--- config.mk ---
export PLATFORM = sky130hd
export DESIGN_NAME = pmic_fault_event_flags
export DESIGN_NICKNAME = d
export VERILOG_FILES = /design/src/inc/pmic_flags_pkg.sv /design/src/verilog/i2c_reg_target.sv /design/src/verilog/pmic_fault_event_flags.sv
export SDC_FILE = /design/constraint.sdc
export NUM_CORES = 1
export LEC_CHECK = 0
export BUFFER_PORTS_ARGS = -buffer_cell sky130_fd_sc_hd__buf_2
export CELL_PAD_IN_SITES_DETAIL_PLACEMENT = 1
export CELL_PAD_IN_SITES_GLOBAL_PLACEMENT = 1
export CORE_MARGIN = 1.5
export CORE_UTILIZATION = 51
export CTS_CLUSTER_SIZE = 20
export DETAILED_ROUTE_END_ITERATION = 6
export PLACE_DENSITY_LB_ADDON = 0.12
export SETUP_SLACK_MARGIN = 0.1
export SLEW_MARGIN = 15
export SYNTH_ARGS = -nofsm -noshare
export SYNTH_HDL_FRONTEND = slang
export SYNTH_HIERARCHICAL = 1
export SYNTH_SLANG_ARGS = --single-unit
export TNS_END_PERCENT = 5
--- constraint.sdc ---
create_clock -name CLK_I -period 3.63 [get_ports CLK_I]
set_clock_uncertainty 0.05 [all_clocks]
set_input_delay 0.1815 -clock CLK_I [delete_from_list [all_inputs] [get_ports CLK_I]]
set_output_delay 0.1815 -clock CLK_I [all_outputs]
set_load 0.005 [all_outputs]
--- src/inc/pmic_flags_pkg.sv ---
// Shared constants and carriers for the fault and event flag block.
// Assumes one 25 MHz clock and a synchronous active-high reset.
`default_nettype none

package pmic_flags_pkg;

    // ==========================================================
    // Register map
    localparam logic [7:0] REG_FLAGS = 8'h02;
    localparam logic [7:0] REG_MASKS = 8'h03;
    localparam logic [7:0] REG_STATUS = 8'h04;
    localparam logic [7:0] REG_CAUSE = 8'h05;

    // ==========================================================
    // Field positions
    localparam int FLAG_VENDOR_BIT = 7;
    localparam int FLAG_SHUTDOWN_BIT = 3;
    localparam int FLAG_DIE_HOT_BIT = 0;
    localparam int LIVE_HOT_BIT = 0;
    localparam int CAUSE_PIN_BIT = 3;
    localparam int CAUSE_UV_BIT = 2;
    localparam int CAUSE_FAULT_BIT = 1;
    localparam int CAUSE_CRIT_BIT = 0;

    // ==========================================================
    // Reset values and writable bit sets
    localparam logic [7:0] FLAGS_RESET = 8'h00;
    localparam logic [7:0] MASKS_RESET = 8'hFF;
    localparam logic [7:0] STATUS_RESET = 8'h00;
    localparam logic [7:0] CAUSE_RESET = 8'h00;
    localparam logic [7:0] UNMAPPED_DATA = 8'h00;
    localparam logic [7:0] FLAGS_WRITABLE = 8'h89;
    localparam logic [7:0] MASKS_WRITABLE = 8'h89;
    localparam logic [7:0] CAUSE_WRITABLE = 8'h0F;

    // ==========================================================
    // Serial target port
    localparam logic [6:0] TARGET_ADDR_DEFAULT = 7'h5E;
    localparam logic [3:0] BITS_PER_BYTE = 4'h8;

    // ==========================================================
    // Carriers
    localparam int RAIL_COUNT = 8;
    localparam int OC_COUNT = 4;

    typedef struct packed {
        logic [RAIL_COUNT-1:0] rail_good;
        logic [OC_COUNT-1:0] overcurrent;
        logic die_hot;
        logic die_critical;
        logic undervoltage;
        logic power_fault_off;
        logic external_enable_pin;
    } analog_type;

    typedef struct packed {
        logic write;
        logic [7:0] addr;
        logic [7:0] wdata;
    } reg_access_type;

endpackage

`default_nettype wire

--- src/verilog/i2c_reg_target.sv ---
// Byte-wide register access over a 7-bit addressed serial target port.
// Assumes the clock oversamples the serial clock at least eight times.
`default_nettype none

module i2c_reg_target
    import pmic_flags_pkg::*;
#(
    parameter logic [6:0] TARGET_ADDR = TARGET_ADDR_DEFAULT
) (
    // Clock and reset
    input wire logic clk_i,
    input wire logic rst_i,
    // Serial pins
    input wire logic scl_i,
    input wire logic sda_i,
    output logic sda_oe_n_o,
    // Register side
    output reg_access_type access_o,
    output logic [7:0] read_addr_o,
    input wire logic [7:0] rdata_i
);

    typedef enum logic [2:0] {
        ST_IDLE, ST_ADDR, ST_ADDR_ACK, ST_WRITE, ST_WRITE_ACK, ST_READ, ST_READ_ACK
    } target_state_type;

    // ==========================================================
    // Pin synchronisers
    logic scl_meta_q, scl_q, scl_prev_q;
    logic sda_meta_q, sda_q, sda_prev_q;
    logic scl_rise, scl_fall, start_seen, stop_seen;

    always_ff @(posedge clk_i) begin
        if (rst_i) begin
            scl_meta_q <= 1'h1;
            scl_q <= 1'h1;
            scl_prev_q <= 1'h1;
            sda_meta_q <= 1'h1;
            sda_q <= 1'h1;
            sda_prev_q <= 1'h1;
        end else begin
            scl_meta_q <= scl_i;
            scl_q <= scl_meta_q;
            scl_prev_q <= scl_q;
            sda_meta_q <= sda_i;
            sda_q <= sda_meta_q;
            sda_prev_q <= sda_q;
        end
    end

    assign scl_rise = scl_q & ~scl_prev_q;
    assign scl_fall = ~scl_q & scl_prev_q;
    assign start_seen = scl_q & scl_prev_q & sda_prev_q & ~sda_q;
    assign stop_seen = scl_q & scl_prev_q & ~sda_prev_q & sda_q;

    // ==========================================================
    // Byte engine
    target_state_type state_q, state_d;
    logic [3:0] cnt_q, cnt_d;
    logic [7:0] shift_q, shift_d, ptr_q, ptr_d;
    logic read_q, read_d, first_q, first_d, oe_n_q, oe_n_d;
    reg_access_type acc_q, acc_d;

    always_comb begin
        state_d = state_q;
        cnt_d = cnt_q;
        shift_d = shift_q;
        ptr_d = ptr_q;
        read_d = read_q;
        first_d = first_q;
        oe_n_d = oe_n_q;
        acc_d = acc_q;
        acc_d.write = 1'h0;
        if (stop_seen) begin
            state_d = ST_IDLE;
            oe_n_d = 1'h1;
        end else if (start_seen) begin
            // Repeated start keeps the pointer for a following read
            state_d = ST_ADDR;
            cnt_d = 4'h0;
            oe_n_d = 1'h1;
        end else begin
            case (state_q)
                ST_ADDR, ST_WRITE: begin
                    if (scl_rise) begin
                        shift_d = {shift_q[6:0], sda_q};
                        cnt_d = cnt_q + 4'h1;
                    end else if (scl_fall && cnt_q == BITS_PER_BYTE) begin
                        if (state_q == ST_ADDR) begin
                            if (shift_q[7:1] == TARGET_ADDR) begin
                                state_d = ST_ADDR_ACK;
                                read_d = shift_q[0];
                                oe_n_d = 1'h0;
                            end else begin
                                state_d = ST_IDLE;
                            end
                        end else begin
                            state_d = ST_WRITE_ACK;
                            oe_n_d = 1'h0;
                            if (first_q) begin
                                ptr_d = shift_q;
                                first_d = 1'h0;
                            end else begin
                                acc_d.write = 1'h1;
                                acc_d.addr = ptr_q;
                                acc_d.wdata = shift_q;
                                ptr_d = ptr_q + 8'h01;
                            end
                        end
                    end
                end
                ST_ADDR_ACK: begin
                    if (scl_fall) begin
                        cnt_d = 4'h0;
                        first_d = 1'h1;
                        if (read_q) begin
                            state_d = ST_READ;
                            shift_d = rdata_i;
                            oe_n_d = rdata_i[7];
                        end else begin
                            state_d = ST_WRITE;
                            oe_n_d = 1'h1;
                        end
                    end
                end
                ST_WRITE_ACK: begin
                    if (scl_fall) begin
                        state_d = ST_WRITE;
                        cnt_d = 4'h0;
                        oe_n_d = 1'h1;
                    end
                end
                ST_READ: begin
                    if (scl_rise) begin
                        cnt_d = cnt_q + 4'h1;
                    end else if (scl_fall) begin
                        if (cnt_q == BITS_PER_BYTE) begin
                            state_d = ST_READ_ACK;
                            oe_n_d = 1'h1;
                            ptr_d = ptr_q + 8'h01;
                        end else begin
                            shift_d = {shift_q[6:0], 1'h0};
                            oe_n_d = shift_q[6];
                        end
                    end
                end
                ST_READ_ACK: begin
                    if (scl_rise) begin
                        cnt_d = 4'h0;
                        if (sda_q) begin
                            state_d = ST_IDLE;
                        end
                    end else if (scl_fall) begin
                        state_d = ST_READ;
                        shift_d = rdata_i;
                        oe_n_d = rdata_i[7];
                    end
                end
                default: begin
                    state_d = ST_IDLE;
                end
            endcase
        end
    end

    always_ff @(posedge clk_i) begin
        if (rst_i) begin
            state_q <= ST_IDLE;
            cnt_q <= 4'h0;
            shift_q <= 8'h00;
            ptr_q <= 8'h00;
            read_q <= 1'h0;
            first_q <= 1'h0;
            oe_n_q <= 1'h1;
            acc_q <= '0;
        end else begin
            state_q <= state_d;
            cnt_q <= cnt_d;
            shift_q <= shift_d;
            ptr_q <= ptr_d;
            read_q <= read_d;
            first_q <= first_d;
            oe_n_q <= oe_n_d;
            acc_q <= acc_d;
        end
    end

    assign sda_oe_n_o = oe_n_q;
    assign access_o = acc_q;
    assign read_addr_o = ptr_q;

endmodule

`default_nettype wire

--- src/verilog/pmic_fault_event_flags.sv ---
// Sticky fault and shutdown flags, masks and live thermal status.
// Assumes analog inputs are asynchronous levels and the host uses the serial port.
`default_nettype none

module pmic_fault_event_flags
    import pmic_flags_pkg::*;
#(
    parameter logic [6:0] TARGET_ADDR = TARGET_ADDR_DEFAULT
) (
    // Clock and reset
    input wire logic CLK_I,
    input wire logic RST_I,
    // Serial target pins
    input wire logic SCL_I,
    input wire logic SDA_I,
    output logic SDA_O,
    output logic SDA_OE_N_O,
    // Analog detector levels
    input wire analog_type ANALOG_I,
    // Host interrupt request
    output logic INT_REQ_O
);

    // ==========================================================
    // Serial access
    reg_access_type access;
    logic [7:0] read_addr;
    logic [7:0] rdata;

    i2c_reg_target #(
        .TARGET_ADDR(TARGET_ADDR)
    ) u_target (
        .clk_i(CLK_I),
        .rst_i(RST_I),
        .scl_i(SCL_I),
        .sda_i(SDA_I),
        .sda_oe_n_o(SDA_OE_N_O),
        .access_o(access),
        .read_addr_o(read_addr),
        .rdata_i(rdata)
    );

    // Open drain: only ever pulls low
    assign SDA_O = 1'h0;

    // ==========================================================
    // Detector synchronisers and edges
    analog_type meta_q, cur_q, prev_q;

    always_ff @(posedge CLK_I) begin
        if (RST_I) begin
            meta_q <= '0;
            cur_q <= '0;
            prev_q <= '0;
        end else begin
            meta_q <= ANALOG_I;
            cur_q <= meta_q;
            prev_q <= cur_q;
        end
    end

    logic rail_drop, oc_rise, hot_rise, crit_rise, uv_rise, fault_rise, pin_fall;

    // Rails start low out of reset, so only a seen-high rail can drop
    assign rail_drop = |(prev_q.rail_good & ~cur_q.rail_good);
    assign oc_rise = |(cur_q.overcurrent & ~prev_q.overcurrent);
    assign hot_rise = cur_q.die_hot & ~prev_q.die_hot;
    assign crit_rise = cur_q.die_critical & ~prev_q.die_critical;
    assign uv_rise = cur_q.undervoltage & ~prev_q.undervoltage;
    assign fault_rise = cur_q.power_fault_off & ~prev_q.power_fault_off;
    assign pin_fall = prev_q.external_enable_pin & ~cur_q.external_enable_pin;

    // ==========================================================
    // Register file
    function automatic logic [7:0] sticky_next(
        input logic [7:0] cur,
        input logic [7:0] set,
        input logic [7:0] clr,
        input logic [7:0] writable
    );
        // Set after clear so a coincident event is kept
        return (cur & ~(clr & writable)) | set;
    endfunction

    logic [7:0] flags_q, flags_d, masks_q, masks_d, cause_q, cause_d;
    logic live_q, live_d, irq_q, irq_d;
    logic [7:0] flag_set, cause_set, flag_clr, cause_clr;

    always_comb begin
        cause_set = CAUSE_RESET;
        cause_set[CAUSE_PIN_BIT] = pin_fall;
        cause_set[CAUSE_UV_BIT] = uv_rise;
        cause_set[CAUSE_FAULT_BIT] = fault_rise;
        cause_set[CAUSE_CRIT_BIT] = crit_rise;
        flag_set = FLAGS_RESET;
        flag_set[FLAG_VENDOR_BIT] = rail_drop | oc_rise | hot_rise | crit_rise;
        flag_set[FLAG_SHUTDOWN_BIT] = |cause_set;
        flag_set[FLAG_DIE_HOT_BIT] = hot_rise;
        flag_clr = 8'h00;
        cause_clr = 8'h00;
        masks_d = masks_q;
        if (access.write) begin
            if (access.addr == REG_FLAGS) begin
                flag_clr = access.wdata;
            end else if (access.addr == REG_MASKS) begin
                masks_d = (masks_q & ~MASKS_WRITABLE) | (access.wdata & MASKS_WRITABLE);
            end else if (access.addr == REG_CAUSE) begin
                cause_clr = access.wdata;
            end
        end
        flags_d = sticky_next(flags_q, flag_set, flag_clr, FLAGS_WRITABLE);
        cause_d = sticky_next(cause_q, cause_set, cause_clr, CAUSE_WRITABLE);
        live_d = cur_q.die_hot;
        irq_d = |(flags_d & ~masks_d);
    end

    always_ff @(posedge CLK_I) begin
        if (RST_I) begin
            flags_q <= FLAGS_RESET;
            masks_q <= MASKS_RESET;
            cause_q <= CAUSE_RESET;
            live_q <= 1'h0;
            irq_q <= 1'h0;
        end else begin
            flags_q <= flags_d;
            masks_q <= masks_d;
            cause_q <= cause_d;
            live_q <= live_d;
            irq_q <= irq_d;
        end
    end

    // ==========================================================
    // Read path, reserved bits read as stored constants
    always_comb begin
        if (read_addr == REG_FLAGS) begin
            rdata = flags_q;
        end else if (read_addr == REG_MASKS) begin
            rdata = masks_q;
        end else if (read_addr == REG_STATUS) begin
            rdata = STATUS_RESET;
            rdata[LIVE_HOT_BIT] = live_q;
        end else if (read_addr == REG_CAUSE) begin
            rdata = cause_q;
        end else begin
            rdata = UNMAPPED_DATA;
        end
    end

    assign INT_REQ_O = irq_q;

    // ==========================================================
    // Checks
    a_vendor_on_rail:
    assert property (@(posedge CLK_I) disable iff (RST_I)
        $fell(cur_q.rail_good[0]) |=> flags_q[FLAG_VENDOR_BIT])
    else $error("rail loss did not set vendor flag");

    a_hot_flags:
    assert property (@(posedge CLK_I) disable iff (RST_I)
        hot_rise |=> flags_q[FLAG_DIE_HOT_BIT] && flags_q[FLAG_VENDOR_BIT] && live_q)
    else $error("hot crossing not recorded");

    a_uv_cause:
    assert property (@(posedge CLK_I) disable iff (RST_I)
        $rose(cur_q.undervoltage) |=> cause_q[CAUSE_UV_BIT] && flags_q[FLAG_SHUTDOWN_BIT])
    else $error("undervoltage cause or event flag missing");

    a_crit_cause:
    assert property (@(posedge CLK_I) disable iff (RST_I)
        crit_rise |=> cause_q[CAUSE_CRIT_BIT] && flags_q[FLAG_SHUTDOWN_BIT])
    else $error("critical cause or event flag missing");

    a_pin_cause:
    assert property (@(posedge CLK_I) disable iff (RST_I)
        $fell(cur_q.external_enable_pin) |=> cause_q[CAUSE_PIN_BIT])
    else $error("pin shutdown cause missing");

    a_fault_cause:
    assert property (@(posedge CLK_I) disable iff (RST_I)
        fault_rise |=> cause_q[CAUSE_FAULT_BIT] && flags_q[FLAG_SHUTDOWN_BIT])
    else $error("power fault cause missing");

    a_flag_sticky:
    assert property (@(posedge CLK_I) disable iff (RST_I)
        flags_q[FLAG_DIE_HOT_BIT] && !(access.write && access.addr == REG_FLAGS)
        |=> flags_q[FLAG_DIE_HOT_BIT])
    else $error("die hot flag dropped without a clear");

    a_set_beats_clear:
    assert property (@(posedge CLK_I) disable iff (RST_I)
        access.write && access.addr == REG_CAUSE && access.wdata[CAUSE_UV_BIT] && uv_rise
        |=> cause_q[CAUSE_UV_BIT])
    else $error("coincident clear lost an event");

    a_clear_works:
    assert property (@(posedge CLK_I) disable iff (RST_I)
        access.write && access.addr == REG_CAUSE && access.wdata[CAUSE_FAULT_BIT]
        && !fault_rise |=> !cause_q[CAUSE_FAULT_BIT])
    else $error("cause bit not cleared by one");

    a_irq_gate:
    assert property (@(posedge CLK_I) disable iff (RST_I)
        ##1 (INT_REQ_O == |(flags_q & ~masks_q)))
    else $error("interrupt request disagrees with flags and masks");

    a_reset_values:
    assert property (@(posedge CLK_I)
        $past(RST_I) && !RST_I |-> flags_q == FLAGS_RESET && cause_q == CAUSE_RESET
        && masks_q == MASKS_RESET && !INT_REQ_O)
    else $error("wrong value after reset");

endmodule

`default_nettype wire

==> impl_metrics.yaml, run 1 <==
logic_synthesis:
  synthesis.area_mm2: 0.004659
  synth.net_count: 541
  synth_cells: 514
  ys_warn_count: 6
  avgSynthCellArea_um2: 9.065
detailed_routing:
  num_vias: 3611
  antenna_left: 0
  wl_per_cell_um: 17.10
  drt_wl_total_mm: 11.15
  route.detailed.vias_per_inst: 5.538
  route.detailed.drc: 0
  firstDrtPassIters: 6
  drt_initial_violations: 147
worst_setup_path:
  worst_setup_path_category: "reg2reg"
  crit_path_end_kind: "register"
  startpoint_type: "register"
  timing.critical_path.slowest_stage_cell: "sky130_fd_sc_hd__dfxtp_1"
  slowest_delay_ns: 0.84
  crit_path_cell_trace: "nand2b_1 > a21oi_1 > a21oi_1 > or2_1 > a211oi_2"
  timing.critical_path.buf_inv: 0
  cp_common_cell: "sky130_fd_sc_hd__a21oi_1"
  critPathRequiredTime_ns: 3.78
  cp_top_family: "flip-flops"
  arrival_ns: 2.67
  cp_max_fo: 23
global_routing:
  largest_net_degree_at_the_start_of_global_routing: 91
  number_of_antenna_violations_at_the_first_check_in_global_routing: 0
  groute.layer.met3.usage_pct: 4.255
  grt_util_met1_pct: 30.72
  total_track_usage_pct: 23.82
  grt_pass1_vias: 3733
  gr_peak_layer: "met2"
  globalRouteOverflowTotal: 0
  first_pass_grt_wire_length_mm: 18.62
  grt_use_met2_pct: 42.41
cts:
  clk_root_buffer_cell: "sky130_fd_sc_hd__clkbuf_8"
  clock_tree.htree_level_count: 3
  cts_made_buffers: 9
  numClockSinks: 108
  cts_resized: 0
  tritoncts: "built"
  cts.reportedPaths.clkPinSlew_ns: 0.12
  post_cts_buffers: 0
  cts_max_path_buffers: 2
  clk-insertion-delay-late_ns: 0.36
floorplanning:
  fp-row-count: 34
  die_height_um: 98.59
  die-area_mm2: 0.009719
  io_count: 24
  initial_utilization_pct: 52.91
  die_x_um: 98.59
  design.core.area_mm2: 0.008806
cells_and_area:
  fill_cells: 1009
  antenna_cells: 0
  synthToLayoutAreaGrowth_pct: 10.23
  drive_above_1_share_pct: 12.87
  number_of_nets_at_the_end_of_the_flow: 566
timing:
  final_hold_viol_count: 0
  period_needed_ns: 2.520
  achievable-frequency_mhz: 396.9
  final.setup.tns_ns: 0
  tightestPinTransition_ns: 0.8870
  setup_viol: 0
  rsz0062_at_grt: "false"
  timing_max_transition_violations_final: 0
  relSlewSlack_pct: 40.87
  min_period_over_period_pct: 69.42
place:
  gp_congestion: 0.8966
  detail_placement_hpwl_mm: 7.161
  buffer_ports.inserted: 22
status:
  run_status: "complete, no violations"
run:
  timing.max_cap.violations: 0
pwr:
  pleak_nw: 1.924
  power_mw: 2.045
  powerDensity_mw_per_mm2: 398.2
  worst_ir_drop_vdd_uv: 347.3
hold_path:
  hold_path.class: "in2reg"
==> worst paths after layout <==
path / start / to / slack (ns) / depth (start not counted)
setup / recovery: u_target/state_q[0]$_SDFFE_PP0P_ / u_target/shift_q[1]$_SDFFE_PP0P_ / 1.11 / 5
setup reg to reg: u_target/state_q[0]$_SDFFE_PP0P_ / u_target/shift_q[1]$_SDFFE_PP0P_ / 1.11 / 5
hold / removal: ANALOG_I[7] / meta_q[7]$_SDFF_PP0_ / 0.009 / 2
hold reg to reg: u_target/sda_meta_q$_SDFF_PP1_ / u_target/sda_q$_SDFF_PP1_ / 0.37 / 1
==> registers in the layout (all words and copies together), names as in the netlist, 3 cells and up <==
name and count:
meta_q 17, cur_q 16, prev_q 16, u_target/access_o 14, u_target/read_addr_o 8, u_target/shift_q 8, cause_q 4, u_target/cnt_q 4
flags_q 3, masks_q 3, u_target/state_q 3
==> layout by cell type, fill, tap and decap left out, drive strengths merged, types with 6 or more instances in the layout <==
cell / count
a211oi: 8
a21oi: 28
buf: 24
clkbuf: 10
dfxtp: 108
dlygate4sd3: 18
ha: 6
inv: 33
mux2i: 19
nand2: 34
nand2b: 20
nand3: 8
nand3b: 6
nor2: 44
nor2b: 61
nor3: 13
o211ai: 6
o21ai: 22
or2: 10
==> layout make-up <==
class | instances | area, um^2 | area share (%)
clock buffer | 10 | 127.6 | 2.485
clock inverter | 6 | 58.81 | 1.145
inverter | 31 | 116.4 | 2.266
multi-input combinational | 347 | 2228 | 43.39
sequential | 108 | 2162 | 42.09
tap | 108 | 135.1 | 2.631
timing repair buffer | 42 | 307.8 | 5.993
==> metrics by stage <==
stage | hold WS (ns) | cell area, um^2 | instances | utilization [%] | setup slack, ns
2_1_floorplan | 0.2353 | 4659 | 514 | - | 1.711
3_3_place_gp | 0.3173 | 4770 | 618 | 54.16 | 1.324
3_5_place_dp | 0.3232 | 4770 | 618 | 54.16 | 1.232
4_1_cts | 0.006824 | 5136 | 652 | 58.33 | 1.148
5_1_grt | 0.003387 | 5136 | 652 | 58.33 | 0.8976
6_report | 0.009139 | 5136 | 652 | 58.33 | 1.110
==> worst reg2reg max path: stages (launching register included) <==
cell,delay [ns]
sky130_fd_sc_hd__dfxtp_1,0.84
sky130_fd_sc_hd__nand2b_1,0.35
sky130_fd_sc_hd__a21oi_1,0.07
sky130_fd_sc_hd__a21oi_1,0.48
sky130_fd_sc_hd__or2_1,0.43
sky130_fd_sc_hd__a211oi_2,0.14
==> metal layers <==
layer	vias up	part of all wire [%]	routed length (um)
met5	-	0	0
met1	1752	47	5210
met2	55	50	5605
li1	1800	-	-
met3	4	2.6	285
met4	0	0.42	47
==> power breakdown <==
| part | internal [mW] | leakage (nW) | total (mW) | switching, mW |
|---|---|---|---|---|
| registers | 1.22 | 0.881 | 1.23 | 0.0154 |
| clock network | 0.264 | 0.0902 | 0.697 | 0.433 |
| logic | 0.0549 | 0.953 | 0.118 | 0.0627 |
| total | 1.53 | 1.92 | 2.05 | 0.511 |
==> timing repair <==
action                                 4_1_cts  5_1_grt
hold buffers                                18        0
endpoints found under the hold margin       18        0
setup endpoints to repair                    0        0
No activity file was read; power rests on OpenSTA's default activity.
==> inputs of run 2 (changes only) <==
- CORE_UTILIZATION: 51 -> 42
- clock period: 3.63 -> 2.3 ns (I/O delays scaled with it)
==> run 2 against run 1 <==
Compared with the run above:
- fmax is 19% higher
- sequential power is 58% higher
- die area is 21% higher
- critical path depth is 3 higher
==> impl_metrics.yaml, run 2 (synthesis gave the netlist of run 1 again) <==
status:
  run_status: "complete, no violations"
detailed_routing:
  firstDrtPassIters: 5
  route.detailed.vias_per_inst: 5.212
  drt_wl_total_mm: 10.80
  wl_per_cell_um: 15.35
  route.detailed.drc: 0
  num_vias: 3669
  antenna_left: 0
  drt_initial_violations: 176
pwr:
  switching_share_pct: 24.87
  internal_power_summed_over_all_cells_mw: 2.440
  logic_gate_share_of_total_power_pct: 6.0
  pleak_nw: 2.031
  power.clock.fraction_pct: 34.3
  powerDensity_mw_per_mm2: 608.5
  switching_power_mw: 0.8079
  p_seq_share_pct: 59.6
  worst_ir_drop_vdd_uv: 553.3
place:
  gp_congestion: 0.8328
  buffer_ports.inserted: 22
  dp_cells: 667
  detail_placement_hpwl_mm: 7.572
cells_and_area:
  antenna_cells: 0
  drive_above_1_share_pct: 16.13
  most-common-layout-cells: "sky130_fd_sc_hd__dfxtp_1, sky130_fd_sc_hd__nor2b_1, sky130_fd_sc_hd__nor2_1"
  fin_cells: 704
  number_of_flip_flops_under_the_largest_register_name: 17
  number_of_nets_at_the_end_of_the_flow: 586
  top_register: "meta_q"
  largest_registers: "meta_q: 17 flops, cur_q: 16 flops, prev_q: 16 flops"
  synthToLayoutAreaGrowth_pct: 14.55
  layout.cells.most_common: "sky130_fd_sc_hd__dfxtp_1"
timing:
  final.setup.tns_ns: 0
  tightestPinTransition_ns: 0.6560
  period_needed_ns: 2.117
  rsz0062_at_grt: "true"
  hold-worst-slack_ns: 0.1868
  final_hold_viol_count: 0
  timing_max_transition_violations_final: 0
  relSlewSlack_pct: 56.18
  setup_viol: 0
  min_period_over_period_pct: 92.04
  achievable-frequency_mhz: 472.4
cts:
  cts_max_path_buffers: 2
  numClockSinks: 108
  clock_tree.htree_level_count: 3
  cts.reportedPaths.clkPinSlew_ns: 0.11
  clk-insertion-delay-late_ns: 0.37
  clk_root_buffer_cell: "sky130_fd_sc_hd__clkbuf_8"
  cts_made_buffers: 9
  tritoncts: "built"
floorplanning:
  io_count: 24
  die-area_mm2: 0.01173
  design.core.area_mm2: 0.01084
  initial_utilization_pct: 42.98
  die_height_um: 108.3
  fp-row-count: 38
  die_x_um: 108.3
hold_path:
  hold_path.class: "in2reg"
  min_delay_path_depth: 2
global_routing:
  total_track_usage_pct: 19.59
  grt_pass1_vias: 3649
  first_pass_grt_wire_length_mm: 17.91
  largest_net_degree_at_the_start_of_global_routing: 60
  globalRouteOverflowTotal: 0
  number_of_antenna_violations_at_the_first_check_in_global_routing: 0
worst_setup_path:
  crit_path_end_kind: "register"
  r2r_cells: 8
  cp_max_fo: 5
  worst_setup_path_category: "reg2reg"
  arrival_ns: 2.34
  startpoint_type: "register"
  critPathRequiredTime_ns: 2.52
run:
  timing.max_cap.violations: 0
==> run 2: cell type report <==
cell class	count	area (um^2)
fill	1278	5503
multi-input combinational	347	2233
sequential	108	2162
timing repair buffer	62	460.4
tap	140	175.2
clock buffer	10	127.6
inverter	31	116.4
clock inverter	6	62.56
==> run 2: through the flow <==
step | total power, mW | setup WS, ns | utilization (%) | area, um^2
3_5_place_dp | 2.150 | 0.1868 | 45.54 | 4937
5_1_grt | 3.390 | 0.06158 | 49.24 | 5338
3_3_place_gp | 2.142 | 0.2428 | 45.54 | 4937
4_1_cts | 3.296 | 0.1468 | 49.05 | 5318
2_1_floorplan | 2.093 | 0.3809 | - | 4659
6_report | 3.248 | 0.1830 | 49.24 | 5338
==> run 2: layer usage <==
metal	global-route usage (%)	vias up	routed length, um
li1	-	1839	-
met1	25.75	1776	5261
met2	33.27	45	5215
met3	3.255	9	221
met4	5.357	0	106
met5	0	-	0
==> run 2: final timing paths <==
| kind | start | to | slack, ns |
|---|---|---|---|
| setup / recovery | u_target/cnt_q[0]$_SDFFE_PP0P_ | u_target/shift_q[7]$_SDFFE_PP0P_ | 0.18 |
| hold / removal | RST_I | prev_q[6]$_SDFF_PP0_ | 0.19 |
| setup reg to reg | u_target/cnt_q[0]$_SDFFE_PP0P_ | u_target/shift_q[7]$_SDFFE_PP0P_ | 0.18 |
| hold reg to reg | u_target/sda_meta_q$_SDFF_PP1_ | u_target/sda_q$_SDFF_PP1_ | 0.37 |
==> run 2: power groups by stage <==
stage | registers, mW | clock network [mW] | logic, mW
6_report | 1.94 | 1.12 | 0.195
5_1_grt | 1.94 | 1.23 | 0.217
4_1_cts | 1.94 | 1.16 | 0.194
3_5_place_dp | 1.98 | 0 | 0.169
3_3_place_gp | 1.98 | 0 | 0.164
2_1_floorplan | 1.97 | 0 | 0.119
==> run 2: repair_timing <==
item / CTS / global route
hold endpoints to repair: 19 / 0
hold buffers: 19 / 0
setup endpoints to repair: 0 / 22
resized for setup: 0 / 2
setup buffers: 0 / 2
==> run 2: critical path, cell delays in order (launching register included) <==
cell and delay [ns]:
sky130_fd_sc_hd__dfxtp_1 0.40, sky130_fd_sc_hd__inv_1 0.08, sky130_fd_sc_hd__ha_1 0.19, sky130_fd_sc_hd__nand3b_1 0.25, sky130_fd_sc_hd__o32a_2 0.24, sky130_fd_sc_hd__o311ai_2 0.15
sky130_fd_sc_hd__buf_4 0.19, sky130_fd_sc_hd__nor2_1 0.13, sky130_fd_sc_hd__mux2_2 0.34
